File: src/dbgrs_params.svh
// Purpose: Constants of the debug port register-select block
// Assumes: 40 MHz core clock
// Notes:   Offsets, field positions, reset values and timing counts
`ifndef DBGRS_PARAMS_SVH
`define DBGRS_PARAMS_SVH

// Select values
`define DBGRS_SEL_PART_ID     8'h00
`define DBGRS_SEL_REVISION    8'h01
`define DBGRS_SEL_HALT        8'h02
`define DBGRS_SEL_PROG_CTRL   8'hdf
`define DBGRS_SEL_DATA_PORT   8'hbf
`define DBGRS_SEL_PROM_STATUS 8'hb7
`define DBGRS_SEL_ADDR_HIGH   8'haf
`define DBGRS_SEL_ADDR_LOW    8'hae
`define DBGRS_SEL_CHK_ZERO    8'ha9
`define DBGRS_SEL_CHK_ONE     8'haa
`define DBGRS_SEL_CHK_TWO     8'hab
`define DBGRS_SEL_CHK_THREE   8'hac

// Reset values, checksum seed and polynomial
`define DBGRS_SEL_RESET       8'h00
`define DBGRS_BYTE_RESET      8'h00
`define DBGRS_CHK_INIT        16'hffff
`define DBGRS_CHK_POLY        16'h1021

// Field positions
`define DBGRS_BUSY_BIT        7
`define DBGRS_WR_LOCK_BIT     7
`define DBGRS_RD_LOCK_BIT     6
`define DBGRS_ERROR_BIT       0

// Frame instruction codes, first bit is bit 0
`define DBGRS_INS_DATA_RD     2'b00
`define DBGRS_INS_DATA_WR     2'b01
`define DBGRS_INS_ADDR_RD     2'b10
`define DBGRS_INS_ADDR_WR     2'b11

// Timing
`define DBGRS_CLK_PERIOD_NS   25
`define DBGRS_TIMEOUT_NS      20000
`define DBGRS_TIMEOUT_CYC     (`DBGRS_TIMEOUT_NS / `DBGRS_CLK_PERIOD_NS)

`endif

File: src/dbgrs_pkg.sv
// Purpose: Types of the debug port register-select block
// Assumes: Nothing
// Notes:   Constants live in dbgrs_params.svh
`default_nettype none

package dbgrs_pkg;

  typedef logic [7:0] dbgrs_byte_t;

  typedef enum logic [3:0] {
    ST_IDLE  = 4'b0001,
    ST_INS   = 4'b0010,
    ST_WDATA = 4'b0100,
    ST_RDATA = 4'b1000
  } dbgrs_state_t;

endpackage : dbgrs_pkg

`default_nettype wire

File: src/dbgrs_top.sv
// Purpose: Device side of a two-wire debug port register select
// Assumes: Link clock sampled by i_clk, well below half its rate
// Notes:   Frame = start 0, 2 instruction bits, 8 data bits LSB first
`include "dbgrs_params.svh"
`timescale 1ns/1ps
`default_nettype none

////////////////////////////////////////////////////////////////////////////
// Functional notes
// - Two pins: clock input, shared data line
// - Select write stores, steers data accesses
// - Select 0x00 reads fixed part identifier
// - Select 0x01 reads silicon revision code
// - Select 0x02 accesses halt control
// - Selects for program control, data, status
// - Selects for address high and low
// - Selects for checksum bytes zero to three
// - Select read returns status, bit7 busy
// - Checksum byte zero write starts checksum
// - Status shows error and lock flags
module dbgrs_top import dbgrs_pkg::*; #(
  parameter dbgrs_byte_t PART_ID     = 8'h5a, // Arbitrary value
  parameter dbgrs_byte_t REVISION    = 8'h3c, // Arbitrary value
  parameter int          TIMEOUT_CYC = `DBGRS_TIMEOUT_CYC
) (
  // Clock and reset
  input  wire logic        i_clk,
  input  wire logic        i_reset,
  // Link pins
  input  wire logic        i_debug_clock_pin,
  input  wire logic        i_debug_data_pin,
  output logic             o_debug_data_pin,
  output logic             o_debug_data_pin_oe,
  // Code memory
  output logic             o_mem_rd,
  output logic             o_mem_wr,
  output logic      [15:0] o_mem_addr,
  output dbgrs_byte_t      o_mem_wdata,
  input  wire logic        i_mem_done,
  input  wire dbgrs_byte_t i_mem_rdata,
  input  wire logic        i_mem_denied,
  input  wire logic        i_write_locked,
  input  wire logic        i_read_locked,
  // Control outputs
  output dbgrs_byte_t      o_halt_control,
  output dbgrs_byte_t      o_prom_program_control
);

  ////////////////////////////////////////////////////////////////////////////
  // Declarations
  logic [1:0]   pin_s;
  logic         ck_s;
  logic         dat_s;
  logic         ck_prev_q;
  logic         rise;
  logic         fall;
  dbgrs_state_t state_q;
  logic [2:0]   bitcnt_q;
  logic         ins0_q;
  logic [1:0]   ins_q;
  logic [1:0]   ins_full;
  dbgrs_byte_t  shift_q;
  dbgrs_byte_t  wr_byte;
  logic         rd_start;
  logic         wr_commit;
  logic         rd_commit;
  logic [15:0]  tmo_q;
  dbgrs_byte_t  sel_q;
  dbgrs_byte_t  data_q;
  logic [15:0]  addr_q;
  dbgrs_byte_t  chk_two_q;
  dbgrs_byte_t  chk_three_q;
  logic         err_q;
  logic         op_busy_q;
  logic         op_is_rd_q;
  logic         busy;
  logic         chk_start;
  logic         chk_req;
  logic [15:0]  chk_addr;
  logic         chk_busy;
  logic [15:0]  chk_result;

  ////////////////////////////////////////////////////////////////////////////
  // Read decode
  function automatic dbgrs_byte_t read_value(input logic [1:0]  ins,
                                             input dbgrs_byte_t sel);
    dbgrs_byte_t v;
    v = 8'h00;
    if (ins == `DBGRS_INS_ADDR_RD) begin
      v[`DBGRS_BUSY_BIT] = busy;
    end else begin
      case (sel)
        `DBGRS_SEL_PART_ID:     v = PART_ID;
        `DBGRS_SEL_REVISION:    v = REVISION;
        `DBGRS_SEL_HALT:        v = o_halt_control;
        `DBGRS_SEL_PROG_CTRL:   v = o_prom_program_control;
        `DBGRS_SEL_DATA_PORT:   v = data_q;
        `DBGRS_SEL_PROM_STATUS: begin
          v[`DBGRS_WR_LOCK_BIT] = i_write_locked;
          v[`DBGRS_RD_LOCK_BIT] = i_read_locked;
          v[`DBGRS_ERROR_BIT]   = err_q;
        end
        `DBGRS_SEL_ADDR_HIGH:   v = addr_q[15:8];
        `DBGRS_SEL_ADDR_LOW:    v = addr_q[7:0];
        `DBGRS_SEL_CHK_ZERO:    v = chk_result[7:0];
        `DBGRS_SEL_CHK_ONE:     v = chk_result[15:8];
        `DBGRS_SEL_CHK_TWO:     v = chk_two_q;
        `DBGRS_SEL_CHK_THREE:   v = chk_three_q;
        default:                v = 8'h00;
      endcase
    end
    return v;
  endfunction : read_value

  ////////////////////////////////////////////////////////////////////////////
  // Pin sampling and edges
  dbgrs_sync #(
    .WIDTH (2)
  ) u_sync (
    .i_clk   (i_clk),
    .i_reset (i_reset),
    .i_async ({i_debug_clock_pin, i_debug_data_pin}),
    .o_sync  (pin_s)
  );

  assign ck_s  = pin_s[1];
  assign dat_s = pin_s[0];
  assign rise  = ck_s & ~ck_prev_q;
  assign fall  = ~ck_s & ck_prev_q;

  always_ff @(posedge i_clk or posedge i_reset) begin
    if (i_reset) begin
      ck_prev_q <= 1'b0;
    end else begin
      ck_prev_q <= ck_s;
    end
  end

  ////////////////////////////////////////////////////////////////////////////
  // Frame sequencing
  assign ins_full  = {dat_s, ins0_q};
  assign wr_byte   = {dat_s, shift_q[7:1]};
  assign rd_start  = (state_q == ST_INS) && rise && (bitcnt_q == 3'd1) &&
                     !ins_full[0];
  assign wr_commit = (state_q == ST_WDATA) && rise && (bitcnt_q == 3'd7);
  assign rd_commit = (state_q == ST_RDATA) && rise && (bitcnt_q == 3'd7);

  always_ff @(posedge i_clk or posedge i_reset) begin
    if (i_reset) begin
      state_q  <= ST_IDLE;
      bitcnt_q <= 3'd0;
      ins0_q   <= 1'b0;
      ins_q    <= 2'b00;
      shift_q  <= 8'h00;
    end else if (state_q != ST_IDLE && tmo_q >= 16'(TIMEOUT_CYC)) begin
      state_q <= ST_IDLE;
    end else begin
      unique case (state_q)
        ST_IDLE: begin
          if (rise && !dat_s) begin
            state_q  <= ST_INS;
            bitcnt_q <= 3'd0;
          end
        end
        ST_INS: begin
          if (rise) begin
            ins0_q   <= dat_s;
            bitcnt_q <= bitcnt_q + 3'd1;
            if (bitcnt_q == 3'd1) begin
              ins_q    <= ins_full;
              bitcnt_q <= 3'd0;
              if (ins_full[0]) begin
                state_q <= ST_WDATA;
              end else begin
                state_q <= ST_RDATA;
                shift_q <= read_value(ins_full, sel_q);
              end
            end
          end
        end
        ST_WDATA: begin
          if (rise) begin
            shift_q  <= wr_byte;
            bitcnt_q <= bitcnt_q + 3'd1;
            if (bitcnt_q == 3'd7) begin
              state_q <= ST_IDLE;
            end
          end
        end
        ST_RDATA: begin
          if (rise) begin
            shift_q  <= {1'b0, shift_q[7:1]};
            bitcnt_q <= bitcnt_q + 3'd1;
            if (bitcnt_q == 3'd7) begin
              state_q <= ST_IDLE;
            end
          end
        end
      endcase
    end
  end

  // Abort a frame whose clock stalls
  always_ff @(posedge i_clk or posedge i_reset) begin
    if (i_reset) begin
      tmo_q <= 16'h0000;
    end else if (state_q == ST_IDLE || rise || fall) begin
      tmo_q <= 16'h0000;
    end else begin
      tmo_q <= tmo_q + 16'h0001;
    end
  end

  // Data line drive, released after the last read bit
  always_ff @(posedge i_clk or posedge i_reset) begin
    if (i_reset) begin
      o_debug_data_pin    <= 1'b0;
      o_debug_data_pin_oe <= 1'b0;
    end else if (state_q != ST_RDATA || rd_commit) begin
      o_debug_data_pin_oe <= 1'b0;
    end else if (fall) begin
      o_debug_data_pin    <= shift_q[0];
      o_debug_data_pin_oe <= 1'b1;
    end
  end

  ////////////////////////////////////////////////////////////////////////////
  // Select and target registers
  always_ff @(posedge i_clk or posedge i_reset) begin
    if (i_reset) begin
      sel_q <= `DBGRS_SEL_RESET;
    end else if (wr_commit && ins_q == `DBGRS_INS_ADDR_WR) begin
      sel_q <= wr_byte;
    end
  end

  always_ff @(posedge i_clk or posedge i_reset) begin
    if (i_reset) begin
      o_halt_control         <= `DBGRS_BYTE_RESET;
      o_prom_program_control <= `DBGRS_BYTE_RESET;
      chk_two_q              <= `DBGRS_BYTE_RESET;
      chk_three_q            <= `DBGRS_BYTE_RESET;
    end else if (wr_commit && ins_q == `DBGRS_INS_DATA_WR) begin
      case (sel_q)
        `DBGRS_SEL_HALT:      o_halt_control <= wr_byte;
        `DBGRS_SEL_PROG_CTRL: o_prom_program_control <= wr_byte;
        `DBGRS_SEL_CHK_TWO:   chk_two_q <= wr_byte;
        `DBGRS_SEL_CHK_THREE: chk_three_q <= wr_byte;
        default: begin
        end
      endcase
    end
  end

  ////////////////////////////////////////////////////////////////////////////
  // Memory operations through the data port
  assign busy      = op_busy_q | chk_busy;
  assign chk_start = wr_commit && ins_q == `DBGRS_INS_DATA_WR &&
                     sel_q == `DBGRS_SEL_CHK_ZERO && !busy;

  always_ff @(posedge i_clk or posedge i_reset) begin
    if (i_reset) begin
      op_busy_q   <= 1'b0;
      op_is_rd_q  <= 1'b0;
      addr_q      <= 16'h0000;
      data_q      <= `DBGRS_BYTE_RESET;
      err_q       <= 1'b0;
      o_mem_wr    <= 1'b0;
      o_mem_wdata <= `DBGRS_BYTE_RESET;
    end else begin
      o_mem_wr <= 1'b0;
      if (op_busy_q && i_mem_done) begin
        op_busy_q <= 1'b0;
        err_q     <= i_mem_denied;
        addr_q    <= addr_q + 16'h0001;
        if (op_is_rd_q) begin
          data_q <= i_mem_rdata;
        end
      end else if (wr_commit && ins_q == `DBGRS_INS_DATA_WR) begin
        if (sel_q == `DBGRS_SEL_ADDR_HIGH) begin
          addr_q[15:8] <= wr_byte;
        end else if (sel_q == `DBGRS_SEL_ADDR_LOW) begin
          addr_q[7:0] <= wr_byte;
        end else if (sel_q == `DBGRS_SEL_DATA_PORT && !busy) begin
          op_busy_q   <= 1'b1;
          op_is_rd_q  <= 1'b0;
          o_mem_wr    <= 1'b1;
          o_mem_wdata <= wr_byte;
        end
      end else if (rd_commit && ins_q == `DBGRS_INS_DATA_RD &&
                   sel_q == `DBGRS_SEL_DATA_PORT && !busy) begin
        op_busy_q  <= 1'b1;
        op_is_rd_q <= 1'b1;
      end
    end
  end

  // Shared memory request lines
  always_ff @(posedge i_clk or posedge i_reset) begin
    if (i_reset) begin
      o_mem_rd   <= 1'b0;
      o_mem_addr <= 16'h0000;
    end else begin
      o_mem_rd   <= chk_req | (rd_commit && ins_q == `DBGRS_INS_DATA_RD &&
                    sel_q == `DBGRS_SEL_DATA_PORT && !busy);
      o_mem_addr <= chk_busy ? chk_addr : addr_q;
    end
  end

  dbgrs_checksum u_checksum (
    .i_clk       (i_clk),
    .i_reset     (i_reset),
    .i_start     (chk_start),
    .i_block     (wr_byte),
    .i_mem_done  (i_mem_done & chk_busy),
    .i_mem_rdata (i_mem_rdata),
    .o_rd_req    (chk_req),
    .o_rd_addr   (chk_addr),
    .o_busy      (chk_busy),
    .o_result    (chk_result)
  );
endmodule : dbgrs_top

`default_nettype wire

File: src/dbgrs_sync.sv
// Purpose: Two-flop synchroniser for pin inputs
// Assumes: Inputs are levels from outside the clock domain
// Notes:   First stage feeds only the second stage
`timescale 1ns/1ps
`default_nettype none

module dbgrs_sync #(
  parameter int WIDTH = 2
) (
  // Clock and reset
  input  wire logic             i_clk,
  input  wire logic             i_reset,
  // Levels
  input  wire logic [WIDTH-1:0] i_async,
  output logic      [WIDTH-1:0] o_sync
);

  logic [WIDTH-1:0] meta_q;

  always_ff @(posedge i_clk or posedge i_reset) begin
    if (i_reset) begin
      meta_q <= '0;
      o_sync <= '0;
    end else begin
      meta_q <= i_async;
      o_sync <= meta_q;
    end
  end

endmodule : dbgrs_sync

`default_nettype wire

File: src/dbgrs_checksum.sv
// Purpose: 16-bit checksum over one 256-byte code-memory block
// Assumes: Memory answers each read with one i_mem_done pulse
// Notes:   Block starts at upper byte given, lower byte zero
`include "dbgrs_params.svh"
`timescale 1ns/1ps
`default_nettype none

module dbgrs_checksum import dbgrs_pkg::*; #(
  parameter logic [15:0] POLY = `DBGRS_CHK_POLY,
  parameter logic [15:0] INIT = `DBGRS_CHK_INIT
) (
  // Clock and reset
  input  wire logic        i_clk,
  input  wire logic        i_reset,
  // Control
  input  wire logic        i_start,
  input  wire dbgrs_byte_t i_block,
  // Memory
  input  wire logic        i_mem_done,
  input  wire dbgrs_byte_t i_mem_rdata,
  output logic             o_rd_req,
  output logic      [15:0] o_rd_addr,
  // Result
  output logic             o_busy,
  output logic      [15:0] o_result
);

  function automatic logic [15:0] chk_step(input logic [15:0] crc,
                                           input dbgrs_byte_t data);
    logic [15:0] c;
    c = crc ^ {data, 8'h00};
    for (int i = 0; i < 8; i++) begin
      c = c[15] ? ((c << 1) ^ POLY) : (c << 1);
    end
    return c;
  endfunction : chk_step

  // Walk the block one byte at a time
  always_ff @(posedge i_clk or posedge i_reset) begin
    if (i_reset) begin
      o_busy    <= 1'b0;
      o_rd_req  <= 1'b0;
      o_rd_addr <= 16'h0000;
      o_result  <= 16'h0000;
    end else begin
      o_rd_req <= 1'b0;
      if (i_start && !o_busy) begin
        o_busy    <= 1'b1;
        o_rd_req  <= 1'b1;
        o_rd_addr <= {i_block, 8'h00};
        o_result  <= INIT;
      end else if (o_busy && i_mem_done) begin
        o_result <= chk_step(o_result, i_mem_rdata);
        if (o_rd_addr[7:0] == 8'hff) begin
          o_busy <= 1'b0;
        end else begin
          o_rd_addr <= o_rd_addr + 16'h0001;
          o_rd_req  <= 1'b1;
        end
      end
    end
  end

endmodule : dbgrs_checksum

`default_nettype wire

File: config.mk
export PLATFORM = sky130hd
export DESIGN_NAME = dbgrs_top
export DESIGN_NICKNAME = d
export VERILOG_FILES = /design/src/dbgrs_pkg.sv /design/src/dbgrs_top.sv /design/src/dbgrs_sync.sv /design/src/dbgrs_checksum.sv
export VERILOG_INCLUDE_DIRS = /design/src
export SDC_FILE = /design/constraint.sdc
export NUM_CORES = 1
export LEC_CHECK = 0
export BUFFER_PORTS_ARGS = -buffer_cell sky130_fd_sc_hd__buf_2
export CORE_MARGIN = 10
export CORE_UTILIZATION = 45
export DETAILED_ROUTE_END_ITERATION = 16
export GPL_ROUTABILITY_DRIVEN = 0
export PLACE_DENSITY_LB_ADDON = 0.08
export SYNTH_ARGS = -nofsm -noshare
export SYNTH_HDL_FRONTEND = slang
export SYNTH_SLANG_ARGS = --single-unit
File: constraint.sdc
create_clock -name i_clk -period 5.65 [get_ports i_clk]
set_input_delay 0.2825 -clock i_clk [delete_from_list [all_inputs] [get_ports i_clk]]
set_output_delay 0.2825 -clock i_clk [all_outputs]
set_load 0.005 [all_outputs]
# Yosys cells after proc, flatten, opt, wreduce, memory -nomap -nowiden
# Index checks and enable logic that the tools add are counted.
totals:
  out_inout_bits: 44
  reg_bits: 168
  word_cells: 219
  inputBits: 16
classes:
  n_eq_ne: 43
  n_lt_le_gt_ge: 1
  n_addsub: 4
  mux: 67
  reduce_logical: 53
  n_bitwise: 21
op_table:
  columns: ["operator", "count"]
  rows:
  - ["16-bit 2-to-1 mux", 9]
  - ["13-bit 2-to-1 mux", 8]
  - ["8-bit == test (second input constant)", 10]
  - ["8-bit 2-to-1 mux", 8]
  - ["5-bit case mux with 11 select lines", 1]
  - ["16-bit by 1-bit adder with 16-bit output (second input constant)", 3]
  - ["4-bit 2-to-1 mux", 7]
  - ["1-bit 2-to-1 mux", 24]
  - ["3-bit inverter", 8]
  - ["8-bit case mux with 3 select lines", 1]
  - ["2-bit case mux with 11 select lines", 1]
  - ["2-bit AND reduction", 9]
  - ["1-bit logical AND", 17]
  - ["16-bit by 10-bit >= comparator with 1-bit output (second input constant)", 1]
  - ["2-bit != test (second input constant)", 8]
  - ["16-bit XOR", 1]
  - ["5-bit AND reduction", 3]
  - ["2-bit nonzero test", 7]
  - ["3-bit 2-to-1 mux", 4]
  - ["3-bit by 1-bit != test with 1-bit output (second input constant)", 4]
  - ["4-bit case mux with 3 select lines", 1]
  - ["4-bit AND reduction", 3]
  - ["1-bit case mux with 10 select lines", 1]
  - ["3-bit != test (second input constant)", 3]
  - ["28 further kinds", 47]

# Depth between registers and ports, before layout
depth:
  ltp_word: 19
  mapped_depth: 9
  depth_no_buf: 7

# Hierarchy
# From an unflattened synthesis, not the netlist that was laid out.
hier_totals:
  cells_unflattened: 806
  area_unflattened_um2: 8476.9
modules_own_cells:
  columns: ["module", "seq_area_each_um2", "instances", "cells_each", "area_each_um2"]
  rows:
  - ["dbgrs_top", 3254.4, 1, 637, 6700.2]
  - ["dbgrs_checksum", 850.8, 1, 164, 1672.9]
  - ["dbgrs_sync", 100.1, 1, 5, 103.8]

# Worst setup path before layout
# OpenSTA, ideal clock, no wires.
synth_timing:
  kind: "register to register"
  start: "register bitcnt_q[0]"
  end: "register chk_three_q[0]"
  setup_time_ns: 0.125
  period_less_slack_ns: 2.109
  n_path_buf: 0
  path_slack_ns: 3.541
  arrival_ns: 1.984
  stages_incl_launch_ff: 7
  required_ns: 5.525
  cell_sequence: "dfrtp_1 -> ha_1 -> ha_1 -> and4bb_2 -> nand3_4 -> nor4b_4 -> mux2_2"
synth_via:
  elab_chain_len: 4
synth_rtl:
  columns: ["element", "line_no", "text"]
  rows:
  - ["start: declaration", "dbgrs_top.sv:58", "logic [2:0] bitcnt_q;"]
  - ["start signal: assignment", "dbgrs_top.sv:168", "bitcnt_q <= bitcnt_q + 3'd1;"]
  - ["start signal: assignment", "dbgrs_top.sv:184", "bitcnt_q <= bitcnt_q + 3'd1;"]
  - ["start signal: assignment", "dbgrs_top.sv:193", "bitcnt_q <= bitcnt_q + 3'd1;"]
  - ["3-bit == test", "dbgrs_top.sv:145", "assign wr_commit = (state_q == ST_WDATA) && rise && (bitcnt_q == 3'd7);"]
  - ["1-bit logical AND", "dbgrs_top.sv:145", null]
  - ["1-bit logical AND (no source line)", null, null]
  - ["2-bit AND reduction (no source line)", null, null]
  - ["end signal: assignment", "dbgrs_top.sv:242", "chk_three_q <= `DBGRS_BYTE_RESET;"]
  - ["end signal: assignment", "dbgrs_top.sv:248", "`DBGRS_SEL_CHK_THREE: chk_three_q <= wr_byte;"]
  - ["end: declaration", "dbgrs_top.sv:72", "dbgrs_byte_t chk_three_q;"]
# No other way between the ends.
# A chain may end at the register's enable or synchronous reset.

# Worst setup path after layout
layout_timing:
  start: "register bitcnt_q[0]"
  end: "register u_checksum.o_rd_addr[15]"
layout_via:
  elab_chain_len: 8
  word_cells_on_any_way: 10
  classes_between: "2 x eq/ne; 1 x mux; 7 x reduce/logical"
layout_rtl:
  columns: ["element", "line_no", "text"]
  rows:
  - ["3-bit == test (*)", "dbgrs_top.sv:145", null]
  - ["1-bit logical AND (*)", "dbgrs_top.sv:145", null]
  - ["1-bit logical AND (no source line) (*) (2 in series)", null, null]
  - ["1-bit logical AND (*)", "dbgrs_top.sv:258", "assign chk_start = wr_commit && ins_q == `DBGRS_INS_DATA_WR &&"]
  - ["1-bit logical AND (*)", "dbgrs_checksum.sv:47", "if (i_start && !o_busy) begin"]
  - ["2-bit by 1-bit != test with 1-bit output (no source line) or 2-bit nonzero test (tied branches)", null, null]
  - ["2-bit AND reduction (no source line)", null, null]
  - ["end signal: assignment", "dbgrs_checksum.sv:50", "o_rd_addr <= {i_block, 8'h00};"]
  - ["end signal: assignment", "dbgrs_checksum.sv:57", "o_rd_addr <= o_rd_addr + 16'h0001;"]
  - ["end: declaration", "dbgrs_checksum.sv:22", "output logic [15:0] o_rd_addr,"]
# Every way passes the cells marked *; elsewhere a longest branch is shown, timed or not.

==> reports/metrics.cfg <==
[global_routing]
wire_length_of_the_first_global_routing_pass_um=37900
initial_antenna_violation_count=1
groute.layer.met1.usage_pct=26.7
number_of_global_route_vias_before_repair=6499
globalRoute.totalOverflow=0
grt_most_used_layer=met2
grt_start_max_net_pins=118
grtUsageMet3_pct=4.26
gr_util_met2_pct=30.7
grt_use_total_pct=19.9

[timing]
setup-tns-final_ps=0
grt_setup_unrepaired=no
timing_worst_slew_pin_value_ps=1080
relSlewSlack_pct=27.9
timing.final.ws_setup_ps=3040
final_max_slew_viol_count=0
clock_skew_ps=9.24
maxClockFrequency_mhz=382
finalHoldViolCount=0
hold-worst-slack_ps=66.2
post-route-min-period_ps=2610
min_period_over_period_pct=46.3
setup_violations=0

[floorplanning]
effective_utilization_at_floorplan_pct=45.8
design.portCount=60
die_w_um=158
die_y_um=158
fp.coreArea_sq_mm=0.0187
floorplan.die_area_sq_mm=0.0250
fp-row-count=50

[setup_path]
cpPeakStageDelay_ps=860
critPathTopFamily=simple AND/OR/NAND/NOR gates
critical_path_arrival_ps=2930
critPathLaunchType=flop
crit_path_end_kind=flop
critPathRequiredTime_ps=5970
crit_type=reg2reg
cp_cell_sequence=ha_1 > ha_1 > and4bb_2 > nand3_4 > or3_1 > a21oi_1 > o21ai_0
critPathSlowestCell=sky130_fd_sc_hd__or3_1
critical_path.n_buffers_inverters=0
worstPathMaxFanout=28
worst_path_most_repeated_cell=sky130_fd_sc_hd__ha_1

[pwr]
irDropWorstVdd_v=0.000207
power.density_mw_per_mm2=363
seqPwrFrac_pct=48.1
switching_share_pct=33.2
p_comb_share_pct=19.7
cellLeakagePower_uw=0.00427
cell_internal_pwr_uw=2310
clockPowerShare_pct=32.2
netSwitchingPower_uw=1150

[yosys]
post_synth_instance_area_sq_mm=0.00857
synth_async_sr_flop_share_pct=100
yosys_warnings=0
synth_top_cell_by_area=sky130_fd_sc_hd__dfrtp_1
postSynthRegisterBits=168
synth_most_common_cell=sky130_fd_sc_hd__dfrtp_1
yosys-top-cells-count=sky130_fd_sc_hd__dfrtp_1 (167), sky130_fd_sc_hd__nand2_1 (105), sky130_fd_sc_hd__mux2_2 (72)
synth.avg_cell_area_sq_um=10.3
synth-main-ff-cell=sky130_fd_sc_hd__dfrtp_1
yosys.cell_types.count=74
synth_top_area_share_pct=48.8
synth.net_count=852
post_synth_main_area_contributors=sky130_fd_sc_hd__dfrtp_1 (49%), sky130_fd_sc_hd__mux2_2 (9.5%), sky130_fd_sc_hd__nand2_1 (4.6%), sky130_fd_sc_hd__xnor2_1 (3.0%), sky130_fd_sc_hd__nor2_1 (2.9%)
synth_cells=829
synth_seq_area_share_pct=49.1
synth_edf_count=0

[clock_tree]
clock_tree.root_cell=sky130_fd_sc_hd__clkbuf_16
cts_max_path_bufs=2
cts_htree_levels=4
tritoncts=yes
clkLatencyLatePin_ps=430
clkTransAtPathRegs_ps=70
numCtsBuffers=17
cts_num_sinks=168

[placement]
postPlaceCellArea_sq_mm=0.00897
detailedPlacementHpwl_um=17400
dp_slack_ps=3040
numPortBuffers=59

[final_layout]
fin_area_sq_mm=0.00954
drive_above_1_share_pct=21.2
areaGrowthSynthToFinish_pct=11.3
register_area_sq_mm=0.00421
num-fill-cells=1673
area_taken_by_multi_input_logic_gates_sq_mm=0.00409
antennaDiodeCount=0
final_nets=881

[detailed_routing]
drt-vias-per-instance=5.97
detailedRoute.firstIterationViolations=763
via_count=6601
drt_pre_antenna_iters=7
drtAntennaViolNets=0
route.detailed.drc=0
drt-wirelength-per-cell_um=22.0
route.final.wire_length_um=24300

[run_status]
outcome=complete, no violations

[hold_path]
tightest_hold_check_type=in2async

[job]
drv_cap=0

==> layer usage <==
metal	vias to the layer above	share of wire (%)
met4	2	2.8
li1	3038	-
met3	45	5.8
met1	3269	46
met5	-	0.045
met2	247	46
==> logic make-up after synthesis <==
| family | after synthesis | share of synthesized area [%] |
|---|---|---|
| simple gates | 312 | 19.3 |
| flops | 168 | 49.1 |
| compound gates | 143 | 11.9 |
| mux | 84 | 10.9 |
| buf+inv | 69 | 3.18 |
| xor+xnor | 46 | 4.70 |
| fa+ha+maj | 7 | 1.02 |
==> worst reg2reg max path: stages (launching register included) <==
cell	delay, ps
sky130_fd_sc_hd__dfrtp_1	390
sky130_fd_sc_hd__ha_1	170
sky130_fd_sc_hd__ha_1	190
sky130_fd_sc_hd__and4bb_2	310
sky130_fd_sc_hd__nand3_4	180
sky130_fd_sc_hd__or3_1	860
sky130_fd_sc_hd__a21oi_1	300
sky130_fd_sc_hd__o21ai_0	90
==> metrics by stage <==
step	cells	util [%]	power, uW
finish	1105	51.0	3460
detailed placement	1071	47.9	2360
global placement	1071	47.9	2340
CTS	1105	51.0	3480
floorplan	829	-	2110
global route	1105	51.0	3630
==> worst paths after layout <==
kind	endpoint	start	cells after the start	slack, ps
max in group asynchronous	o_halt_control[4]	i_reset	3	4230
hold reg to reg	u_sync.o_sync[1]	u_sync.meta_q[1]	0	360
setup reg to reg	u_checksum.o_rd_addr[15]	bitcnt_q[0]	7	3040
setup / recovery	u_checksum.o_rd_addr[15]	bitcnt_q[0]	7	3040
min in group i_clk	err_q	i_mem_denied	3	80
hold / removal	tmo_q[3]	i_reset	2	70
==> layout by cell type (no fill, tap or decap), types with 15 or more instances in the layout <==
cell,netlist,routed
sky130_fd_sc_hd__dfrtp_1,167,167
sky130_fd_sc_hd__nand2_1,105,105
sky130_fd_sc_hd__mux2_2,72,72
sky130_fd_sc_hd__nor2_1,67,67
sky130_fd_sc_hd__buf_2,10,59
sky130_fd_sc_hd__nand3_1,30,30
sky130_fd_sc_hd__xnor2_1,29,29
sky130_fd_sc_hd__a21oi_1,27,27
sky130_fd_sc_hd__o21ai_0,24,24
sky130_fd_sc_hd__o211ai_1,19,19
sky130_fd_sc_hd__xor2_1,17,17
sky130_fd_sc_hd__clkbuf_16,0,17
sky130_fd_sc_hd__inv_1,16,15
sky130_fd_sc_hd__nand4_1,15,15
sky130_fd_sc_hd__nor3_1,15,15
==> sequential cells by signal, indices dropped and copies added, names as in the netlist, 2 cells and up <==
register                count
addr_q                     16
o_mem_addr                 16
tmo_q                      16
u_checksum.o_rd_addr       16
u_checksum.o_result        16
chk_three_q                 8
chk_two_q                   8
data_q                      8
o_halt_control              8
o_mem_wdata                 8
o_prom_program_control      8
sel_q                       8
shift_q                     8
state_q                     4
bitcnt_q                    3
ins_q                       2
u_sync.meta_q               2
u_sync.o_sync               2
==> power by group through the flow <==
stage	registers (uW)	logic, uW	clock network (uW)
floorplan	1490	621	0
global placement	1680	661	0
detailed placement	1680	683	0
CTS	1660	687	1130
global route	1680	762	1180
finish	1660	682	1110
==> cell type report <==
type	count	share of cell area [%]
Tap cell	234	3.07
Clock buffer	21	4.72
Sequential cell	168	44.1
Multi-Input combinational cell	592	42.9
Inverter	16	0.682
Clock inverter	11	1.04
Timing Repair Buffer	63	3.46
==> timing repair <==
item / in CTS / in global routing
gates resized for setup: 0 / 0
buffers inserted: 0 / 0
hold endpoints to repair: 2 / 0
hold buffers: 2 / 0
setup endpoints to repair: 0 / 0
(Power assumes the default switching activity.)
